$ cat src/hdl/ncm_pkg.sv
// Package: register indices, field layouts and timing constants for the NCO mixer
package ncm_pkg;
    localparam int unsigned ACC_W = 32;
    localparam int unsigned PHASE_W = 16;
    localparam int unsigned SAMPLE_W = 16;
    localparam int unsigned LUT_ADDR_W = 8;
    localparam int unsigned TRIG_W = 16;
    localparam int unsigned REG_ADDR_W = 5;
    // Register indices; the device's register space is addressed by index
    localparam logic [4:0] REG_OUTPUT_CONFIG = 5'h01;
    localparam logic [4:0] REG_PIN_FUNCTION = 5'h03;
    localparam logic [4:0] REG_TUNING_BYTE0 = 5'h10;
    localparam logic [4:0] REG_TUNING_BYTE1 = 5'h11;
    localparam logic [4:0] REG_TUNING_BYTE2 = 5'h12;
    localparam logic [4:0] REG_TUNING_BYTE3 = 5'h13;
    localparam logic [4:0] REG_PHASE_LOW = 5'h14;
    localparam logic [4:0] REG_PHASE_HIGH = 5'h15;
    localparam logic [4:0] REG_UPDATE_CONTROL = 5'h16;
    // Field positions
    localparam int unsigned OUT_DIV_LSB = 0;
    localparam int unsigned MIXER_GAIN_BIT = 2;
    localparam int unsigned SYNC_SEL_LSB = 0;
    localparam logic [1:0] SYNC_SEL_SYNC = 2'h2;
    localparam logic [7:0] UPDATE_MODE_SYNC = 8'hF0;
    localparam logic [7:0] UPDATE_MODE_IMMEDIATE = 8'h00;
    localparam logic [1:0] OUT_DIV_1 = 2'h0;
    localparam logic [1:0] OUT_DIV_2 = 2'h1;
    localparam logic [1:0] OUT_DIV_4 = 2'h2;
    // Reset values
    localparam logic [7:0] RESET_BYTE = 8'h00;
    // Sync-to-accumulator latency in clock cycles
    localparam int unsigned SYNC_LATENCY = 6;
    // Synchroniser front end takes 3 of those cycles
    localparam int unsigned SYNC_FRONT = 3;
    localparam int unsigned SYNC_DELAY = SYNC_LATENCY - SYNC_FRONT;
    typedef enum logic [1:0] {
        NCM_BUF_EMPTY,
        NCM_BUF_ONE,
        NCM_BUF_TWO
    } ncm_buf_state_t;
endpackage

$ cat src/hdl/ncm_skid_buffer.sv
// Two-entry valid/ready buffer for mixed I/Q sample pairs
`timescale 1ns/1ps
`default_nettype none
module ncm_skid_buffer
    import ncm_pkg::*;
(
    input wire logic clk_sys,
    input wire logic rst_b,
    input wire logic in_valid,
    output logic in_ready,
    input wire logic [2*ncm_pkg::SAMPLE_W-1:0] in_data,
    output logic out_valid,
    input wire logic out_ready,
    output logic [2*ncm_pkg::SAMPLE_W-1:0] out_data
);
    logic [2*SAMPLE_W-1:0] mem_ff [2];
    logic wr_ptr_ff;
    logic rd_ptr_ff;
    ncm_buf_state_t state_ff;
    logic push;
    logic pop;

    assign in_ready = (state_ff != NCM_BUF_TWO);
    assign out_valid = (state_ff != NCM_BUF_EMPTY);
    assign out_data = mem_ff[rd_ptr_ff];
    assign push = in_valid && in_ready;
    assign pop = out_valid && out_ready;

    always_ff @(posedge clk_sys or negedge rst_b) begin
        if (!rst_b) begin
            mem_ff[0] <= '0;
            mem_ff[1] <= '0;
        end else if (push) begin
            mem_ff[wr_ptr_ff] <= in_data;
        end
    end

    always_ff @(posedge clk_sys or negedge rst_b) begin
        if (!rst_b) begin
            wr_ptr_ff <= 1'b0;
            rd_ptr_ff <= 1'b0;
        end else begin
            if (push) begin
                wr_ptr_ff <= ~wr_ptr_ff;
            end
            if (pop) begin
                rd_ptr_ff <= ~rd_ptr_ff;
            end
        end
    end

    always_ff @(posedge clk_sys or negedge rst_b) begin
        if (!rst_b) begin
            state_ff <= NCM_BUF_EMPTY;
        end else begin
            unique case (state_ff)
                NCM_BUF_EMPTY: begin
                    if (push) begin
                        state_ff <= NCM_BUF_ONE;
                    end
                end
                NCM_BUF_ONE: begin
                    if (push && !pop) begin
                        state_ff <= NCM_BUF_TWO;
                    end else if (pop && !push) begin
                        state_ff <= NCM_BUF_EMPTY;
                    end
                end
                NCM_BUF_TWO: begin
                    if (pop) begin
                        state_ff <= NCM_BUF_ONE;
                    end
                end
                default: begin
                    state_ff <= NCM_BUF_EMPTY;
                end
            endcase
        end
    end
endmodule
`default_nettype wire

$ cat src/hdl/ncm_nco_mixer.sv
// NCO with complex mixer, configuration registers and comparator divider
`timescale 1ns/1ps
`default_nettype none
// Notes on behaviour
// - 32-bit tuning word, 16-bit phase word
// - Accumulator adds tuning word every cycle
// - acc_clear clears the accumulator
// - Accumulator wraps modulo two to 32
// - Phase offset is phase word over 2^16
// - I=Icos-Qsin, Q=Isin+Qcos, scaled by gain
// - Gain select 0 halves, 1 is unity; clips
// - Sync mode: pin select 10, mode F0
// - Synchronous update leaves accumulator untouched
// - New tuning used six cycles after sync
// - Immediate mode: low tuning byte write transfers
// - Immediate mode: phase low byte write transfers
// - Comparator output divided by 1, 2, 4
// - Sync pin sampled like input data
module ncm_nco_mixer
    import ncm_pkg::*;
(
    input wire logic clk_sys,
    input wire logic rst_b,
    input wire logic reg_wr_en,
    input wire logic reg_rd_en,
    input wire logic [ncm_pkg::REG_ADDR_W-1:0] reg_addr,
    input wire logic [7:0] reg_wr_data,
    output logic [7:0] reg_rd_data,
    input wire logic sync_pin,
    input wire logic acc_clear,
    input wire logic in_valid,
    output logic in_ready,
    input wire logic [ncm_pkg::SAMPLE_W-1:0] in_i,
    input wire logic [ncm_pkg::SAMPLE_W-1:0] in_q,
    output logic out_valid,
    input wire logic out_ready,
    output logic [ncm_pkg::SAMPLE_W-1:0] out_i,
    output logic [ncm_pkg::SAMPLE_W-1:0] out_q,
    input wire logic comparator_in,
    output logic comparator_out
);
    import ncm_pkg::*;

    logic [7:0] output_config_ff;
    logic [7:0] pin_function_ff;
    logic [ACC_W-1:0] tuning_shadow_ff;
    logic [PHASE_W-1:0] phase_shadow_ff;
    logic [7:0] update_control_ff;
    logic [ACC_W-1:0] tuning_active_ff;
    logic [PHASE_W-1:0] phase_active_ff;
    logic [ACC_W-1:0] acc_ff;
    logic [2:0] sync_sr_ff;
    logic sync_level_ff;
    logic [SYNC_DELAY-1:0] sync_pipe_ff;
    logic [ACC_W-1:0] tuning_pend_ff [SYNC_DELAY];
    logic [PHASE_W-1:0] phase_pend_ff [SYNC_DELAY];
    logic [7:0] nxt_rd_data;
    logic sync_rise;
    logic sync_mode;
    logic immediate_mode;
    logic wr_tuning_low;
    logic wr_phase_low;
    logic apply_sync;
    logic [LUT_ADDR_W-1:0] angle;
    logic signed [TRIG_W-1:0] cos_val;
    logic signed [TRIG_W-1:0] sin_val;
    logic [2*SAMPLE_W-1:0] mix_data;
    logic [2*SAMPLE_W-1:0] buf_out;
    logic stall;
    logic [1:0] div_cnt_ff;
    logic cmp_prev_ff;
    logic cmp_out_ff;

    // Quarter-wave-free sine: full circle by symmetry of a first-quadrant series
    function automatic logic signed [TRIG_W-1:0] sine_of(input logic [LUT_ADDR_W-1:0] a);
        logic [LUT_ADDR_W-3:0] idx;
        logic [LUT_ADDR_W-3:0] mirrored;
        logic signed [31:0] x;
        logic signed [31:0] mag;
        idx = a[LUT_ADDR_W-3:0];
        mirrored = a[LUT_ADDR_W-2] ? (~idx + 6'h01) : idx;
        // Parabolic approximation of sin over a quarter, x in 0..64
        x = (a[LUT_ADDR_W-2] && idx == 6'h00) ? 32'sd64 : 32'(mirrored);
        mag = (x * (32'sd192 - x) * 32'sd32767) / 32'sd8192;
        if (mag > 32'sd32767) begin
            mag = 32'sd32767;
        end
        sine_of = a[LUT_ADDR_W-1] ? TRIG_W'(-mag) : TRIG_W'(mag);
    endfunction

    // Product scaled by the trig full scale, with saturation on the sum
    function automatic logic [SAMPLE_W-1:0] sat_scale(input logic signed [2*SAMPLE_W+1:0] v,
                                                       input logic gain_hi);
        logic signed [2*SAMPLE_W+1:0] s;
        // Trig full scale is 2^15: high gain is unity, low gain one half
        s = gain_hi ? (v >>> (TRIG_W - 1)) : (v >>> TRIG_W);
        if (s > 34'sd32767) begin
            sat_scale = 16'h7FFF;
        end else if (s < -34'sd32768) begin
            sat_scale = 16'h8000;
        end else begin
            sat_scale = s[SAMPLE_W-1:0];
        end
    endfunction

    assign sync_mode = (pin_function_ff[SYNC_SEL_LSB +: 2] == SYNC_SEL_SYNC)
                       && (update_control_ff == UPDATE_MODE_SYNC);
    assign immediate_mode = (update_control_ff == UPDATE_MODE_IMMEDIATE);
    assign wr_tuning_low = reg_wr_en && (reg_addr == REG_TUNING_BYTE0);
    assign wr_phase_low = reg_wr_en && (reg_addr == REG_PHASE_LOW);
    // Second and third stages agree high while the held level was low
    assign sync_rise = sync_sr_ff[1] && sync_sr_ff[2] && !sync_level_ff;
    assign apply_sync = sync_pipe_ff[SYNC_DELAY-1];

    // Three-stage sampler on the sync pin
    always_ff @(posedge clk_sys or negedge rst_b) begin
        if (!rst_b) begin
            sync_sr_ff <= 3'h0;
            sync_level_ff <= 1'b0;
        end else begin
            sync_sr_ff <= {sync_sr_ff[1:0], sync_pin};
            if (sync_sr_ff[1] == sync_sr_ff[2]) begin
                sync_level_ff <= sync_sr_ff[2];
            end
        end
    end

    // Register writes
    always_ff @(posedge clk_sys or negedge rst_b) begin
        if (!rst_b) begin
            output_config_ff <= RESET_BYTE;
            pin_function_ff <= RESET_BYTE;
            tuning_shadow_ff <= '0;
            phase_shadow_ff <= '0;
            update_control_ff <= RESET_BYTE;
        end else if (reg_wr_en) begin
            unique case (reg_addr)
                REG_OUTPUT_CONFIG: output_config_ff <= reg_wr_data;
                REG_PIN_FUNCTION: pin_function_ff <= reg_wr_data;
                REG_TUNING_BYTE0: tuning_shadow_ff[7:0] <= reg_wr_data;
                REG_TUNING_BYTE1: tuning_shadow_ff[15:8] <= reg_wr_data;
                REG_TUNING_BYTE2: tuning_shadow_ff[23:16] <= reg_wr_data;
                REG_TUNING_BYTE3: tuning_shadow_ff[31:24] <= reg_wr_data;
                REG_PHASE_LOW: phase_shadow_ff[7:0] <= reg_wr_data;
                REG_PHASE_HIGH: phase_shadow_ff[15:8] <= reg_wr_data;
                REG_UPDATE_CONTROL: update_control_ff <= reg_wr_data;
                default: begin
                end
            endcase
        end
    end

    // Register reads; unmapped indices read zero
    always_comb begin
        unique case (reg_addr)
            REG_OUTPUT_CONFIG: nxt_rd_data = output_config_ff;
            REG_PIN_FUNCTION: nxt_rd_data = pin_function_ff;
            REG_TUNING_BYTE0: nxt_rd_data = tuning_shadow_ff[7:0];
            REG_TUNING_BYTE1: nxt_rd_data = tuning_shadow_ff[15:8];
            REG_TUNING_BYTE2: nxt_rd_data = tuning_shadow_ff[23:16];
            REG_TUNING_BYTE3: nxt_rd_data = tuning_shadow_ff[31:24];
            REG_PHASE_LOW: nxt_rd_data = phase_shadow_ff[7:0];
            REG_PHASE_HIGH: nxt_rd_data = phase_shadow_ff[15:8];
            REG_UPDATE_CONTROL: nxt_rd_data = update_control_ff;
            default: nxt_rd_data = 8'h00;
        endcase
    end

    always_ff @(posedge clk_sys or negedge rst_b) begin
        if (!rst_b) begin
            reg_rd_data <= 8'h00;
        end else if (reg_rd_en) begin
            reg_rd_data <= nxt_rd_data;
        end
    end

    // Sync path: values captured at the detected edge, applied after the pipe
    always_ff @(posedge clk_sys or negedge rst_b) begin
        if (!rst_b) begin
            sync_pipe_ff <= '0;
            for (int k = 0; k < SYNC_DELAY; k++) begin
                tuning_pend_ff[k] <= '0;
                phase_pend_ff[k] <= '0;
            end
        end else begin
            sync_pipe_ff <= {sync_pipe_ff[SYNC_DELAY-2:0], sync_rise && sync_mode};
            tuning_pend_ff[0] <= tuning_shadow_ff;
            phase_pend_ff[0] <= phase_shadow_ff;
            for (int k = 1; k < SYNC_DELAY; k++) begin
                tuning_pend_ff[k] <= tuning_pend_ff[k-1];
                phase_pend_ff[k] <= phase_pend_ff[k-1];
            end
        end
    end

    // Active tuning and phase words
    always_ff @(posedge clk_sys or negedge rst_b) begin
        if (!rst_b) begin
            tuning_active_ff <= '0;
            phase_active_ff <= '0;
        end else begin
            if (apply_sync) begin
                tuning_active_ff <= tuning_pend_ff[SYNC_DELAY-1];
                phase_active_ff <= phase_pend_ff[SYNC_DELAY-1];
            end
            if (immediate_mode && wr_tuning_low) begin
                tuning_active_ff <= {tuning_shadow_ff[31:8], reg_wr_data};
            end
            if (immediate_mode && wr_phase_low) begin
                phase_active_ff <= {phase_shadow_ff[15:8], reg_wr_data};
            end
        end
    end

    // Phase accumulator; sync-mode updates do not clear it
    always_ff @(posedge clk_sys or negedge rst_b) begin
        if (!rst_b) begin
            acc_ff <= '0;
        end else if (acc_clear) begin
            acc_ff <= '0;
        end else begin
            // Natural 32-bit wrap
            acc_ff <= acc_ff + tuning_active_ff;
        end
    end

    // Angle = accumulator top + phase top, wrapping a full turn
    assign angle = acc_ff[ACC_W-1 -: LUT_ADDR_W] + phase_active_ff[PHASE_W-1 -: LUT_ADDR_W];
    assign sin_val = sine_of(angle);
    assign cos_val = sine_of(angle + 8'h40);

    // Mixer; gain 0 gives one half, gain 1 unity and may clip
    always_comb begin
        logic signed [2*SAMPLE_W+1:0] pi_;
        logic signed [2*SAMPLE_W+1:0] pq_;
        // Widen before multiplying so the products keep all their bits
        pi_ = 34'(signed'(in_i)) * 34'(cos_val) - 34'(signed'(in_q)) * 34'(sin_val);
        pq_ = 34'(signed'(in_i)) * 34'(sin_val) + 34'(signed'(in_q)) * 34'(cos_val);
        mix_data = {sat_scale(pi_, output_config_ff[MIXER_GAIN_BIT]),
                    sat_scale(pq_, output_config_ff[MIXER_GAIN_BIT])};
    end

    // Stall only affects the sample path; the oscillator keeps running
    assign stall = !in_ready;

    ncm_skid_buffer u_buf (
        .clk_sys(clk_sys),
        .rst_b(rst_b),
        .in_valid(in_valid && !stall),
        .in_ready(in_ready),
        .in_data(mix_data),
        .out_valid(out_valid),
        .out_ready(out_ready),
        .out_data(buf_out)
    );

    assign out_i = buf_out[2*SAMPLE_W-1:SAMPLE_W];
    assign out_q = buf_out[SAMPLE_W-1:0];

    // Comparator divider: follow the input, or toggle every 1 or 2 input rising edges
    always_ff @(posedge clk_sys or negedge rst_b) begin
        if (!rst_b) begin
            div_cnt_ff <= 2'h0;
            cmp_prev_ff <= 1'b0;
            cmp_out_ff <= 1'b0;
        end else begin
            cmp_prev_ff <= comparator_in;
            if (output_config_ff[OUT_DIV_LSB +: 2] == OUT_DIV_1) begin
                cmp_out_ff <= comparator_in;
            end else if (comparator_in && !cmp_prev_ff) begin
                div_cnt_ff <= div_cnt_ff + 2'h1;
                if (output_config_ff[OUT_DIV_LSB +: 2] == OUT_DIV_2 || div_cnt_ff[0]) begin
                    cmp_out_ff <= ~cmp_out_ff;
                end
            end
        end
    end

    assign comparator_out = cmp_out_ff;
endmodule
`default_nettype wire

$ cat config.mk
export PLATFORM = sky130hd
export DESIGN_NAME = ncm_nco_mixer
export DESIGN_NICKNAME = d
export VERILOG_FILES = /design/src/hdl/ncm_pkg.sv /design/src/hdl/ncm_skid_buffer.sv /design/src/hdl/ncm_nco_mixer.sv
export SDC_FILE = /design/constraint.sdc
export NUM_CORES = 2
export LEC_CHECK = 0
export ABC_AREA = 1
export BUFFER_PORTS_ARGS = -buffer_cell sky130_fd_sc_hd__buf_2
export CORE_MARGIN = 2
export CORE_UTILIZATION = 50
export CTS_BUF_LIST = sky130_fd_sc_hd__clkbuf_4
export CTS_CLUSTER_DIAMETER = 100
export CTS_CLUSTER_SIZE = 25
export DETAILED_ROUTE_END_ITERATION = 10
export PLACE_DENSITY = 0.66
export SETUP_SLACK_MARGIN = 0.1
export SLEW_MARGIN = 25
export SYNTH_ARGS = -nofsm -noshare
export SYNTH_HDL_FRONTEND = slang
export SYNTH_HIERARCHICAL = 1
export SYNTH_SLANG_ARGS = --single-unit
$ cat constraint.sdc
create_clock -name clk_sys -period 27.4 [get_ports clk_sys]
set_input_delay 4.11 -clock clk_sys [delete_from_list [all_inputs] [get_ports clk_sys]]
set_output_delay 4.11 -clock clk_sys [all_outputs]
set_load 0.02 [all_outputs]
==> metrics.txt <==
status completed; Syn. warnings 6; reg2reg setup slack 2160 ps; HP Class reg -> reg; # H-tree levels 1; crit path from phase_active_ff[8]$_DFFE_PN0P_; clock-pin slew on the worst setup and hold paths 250 ps; Detailed Route WL 232000 um; die width 392 um; clock latency on the worst-skew pair 860 ps; #FFs+latches synth 350; CP most frequent cell nand2_1; critical path data arrival time 25950 ps; Slew @ Worst Pin 1130 ps; Layout area overhead 3.70%; Unique masters post-synth 68; clock sinks 350; largest net degree at the start of global routing 82; total negative slack 0 ps; Data required, critical path 28110 ps; buffer depth of the longest clock path 3; Fin. Hold Viols 0; most frequent cells in the layout inv_1, nand2_1, fa_1; async set or reset register ratio after synthesis 100%; post-cts resize count 0; slowest cell on the critical path inv_2; Cell Rows 142; clock root buffer clkbuf_4; PortBufs 96; die area 154000 um^2; vias in the first global route 62200; CTS tree done; r2r startpoint phase_active_ff[8]$_DFFE_PN0P_; initial core utilization 50.4%; number of DRC markers in iteration 0 4483; skew final 66.0 ps; first-pass GRT wire length 368000 um; top-area cell type share of the netlist area 41.2%; fmax 0.0396 GHz; nature of the critical path endpoint register; top post-synthesis cells by area fa_1, dfrtp_1, inv_1; final setup fails 0; Antenna Nets Post-Route 0; final worst-path cycle share 92.1%; gr usage total 31.6%; Slew headroom 24.6%; fin crit period 25240 ps; worst-path fanout max 19; GRT overflow 0; RSZ-0062 raised after global routing false; Crit Path Class reg -> reg; Nets 11300; num ports 97; most common cell after layout, fill and taps aside inv_1; # hold bufs at CTS 0; placer's final routability congestion estimate 1.02; post-synth top area cell fa_1; Num CTS Buffers 20; Post-synth EDFFs 0; Avg WL per Cell 20.9 um; layout cells sized above 1 4.60%; Synth Cell Area 75400 um^2; vias post-DR 59000; Pins Over Slew Limit 0; routed vias/inst 5.32; hpwl dp 191000 um; max cap viols 0; router iterations before antenna repair 6; Post-Syn Instances 9097; drt drc 0; Core ar. 150000 um^2; Post-CTS Setup Bufs 0; Worst path max stage delay 660 ps; Primary FF master, synth dfrtp_1; Mean Syn Cell Area 8.29 um^2; Die Y 392 um; Seq/Total Area, Yosys 11.6%; crit start category register; antenna violations before repair 21; hold_sp tuning_pend_ff[45]$_DFF_PN0_
-- routing by layer --
| layer | track usage (%) | wire length (um) | part of all wire (%) | vias up |
|---|---|---|---|---|
| met5 | 0 | 87 | 0.037 | - |
| met4 | 13.0 | 11600 | 5.0 | 14 |
| met3 | 6.33 | 20800 | 9.0 | 482 |
| met2 | 50.4 | 106000 | 46 | 2418 |
| met1 | 42.1 | 93300 | 40 | 29500 |
| li1 | - | - | - | 26600 |
-- worst paths after layout --
check | depth (start not counted) | to
worst min register to register | 0 | tuning_pend_ff[13]$_DFF_PN0_
worst max register to register | 110 | u_buf/mem_ff[21]$_DFFE_PN0P_
min in group asynchronous | 1 | phase_shadow_ff[1]$_DFFE_PN0P_
max in group asynchronous | 2 | tuning_pend_ff[25]$_DFF_PN0_
worst min-delay path | 0 | tuning_pend_ff[13]$_DFF_PN0_
worst max-delay path | 110 | u_buf/mem_ff[21]$_DFFE_PN0P_
-- cells in the mapped netlist, drive strengths merged, types with 3 or more instances --
master	number
dfrtp	350
nor3	43
nor3b	4
mux2	8
nand2	2031
clkinv	24
and2	11
xnor2	54
o21a	8
buf	69
o22ai	14
a21o	12
a221oi	22
o211ai	24
a22oi	6
nor4	11
a311oi	3
a31oi	19
inv	2301
o2111ai	6
xor2	88
and3	5
nand4	66
a21oi	198
nand3	263
nand3b	16
ha	596
clkbuf	168
a21boi	3
o21bai	21
or2	36
nor2	853
fa	1553
o21ai	198
-- final cells by class --
class / instances / area [um^2]
Antenna cell: 8 / 20.0
Clock buffer: 20 / 150
Clock inverter: 6 / 108
Fill cell: 14400 / 71600
Inverter: 2325 / 8730
Multi-Input combinational cell: 6200 / 56900
Sequential cell: 350 / 8760
Tap cell: 2016 / 2520
Timing Repair Buffer: 165 / 1010
-- flip-flops by register name, indices dropped and copies added (netlist names), 8 cells and up --
register,count
pin_function_ff,8
reg_rd_data,8
phase_pend_ff,24
tuning_shadow_ff,32
acc_ff,32
tuning_active_ff,32
output_config_ff,8
update_control_ff,8
phase_shadow_ff,16
tuning_pend_ff,96
phase_active_ff,8
u_buf/mem_ff,64
-- critical path, delay by kind of cell (launching register included) --
| family | cells | cell delay (ps) |
|---|---|---|
| AOI/OAI and AO/OA | 14 | 2810 |
| xor gates and xnor gates | 2 | 550 |
| adders and majority gates | 26 | 10910 |
| buffers and inverters | 23 | 3200 |
| DFF | 1 | 440 |
| and+or+nand+nor | 45 | 7150 |
-- through the flow --
step           util [%]  area (um^2)  setup WS (ps)  cells  hold slack (ps)
6_report           52.2        78200           2160  11100              341
5_1_grt            52.2        78200            368  11100              321
4_1_cts            52.2        78200           2550  11100              331
3_5_place_dp       52.0        77900           2610  11100              335
3_3_place_gp       52.0        77900           2950  11100              331
2_1_floorplan         -        75500           6460   9112              331
-- cells by family (layout without fill, tap and decap cells) --
logic type / count (synthesis) / count (layout) / share of synthesized area (%)
buffers and inverters: 2562 / 2516 / 13.0
AND/OR/NAND/NOR: 3340 / 3340 / 18.3
AO/OA/AOI/OAI: 544 / 544 / 4.17
XOR/XNOR: 142 / 142 / 1.66
flip-flops: 350 / 350 / 11.6
other: 1 / 24 / 0.00497
multiplexers: 9 / 9 / 0.133
adder cells (fa/ha/maj): 2149 / 2149 / 51.1
Power is left out: the tool's default activity adds up to more than one toggle a clock period on the data nets, which glitch-free logic cannot reach.
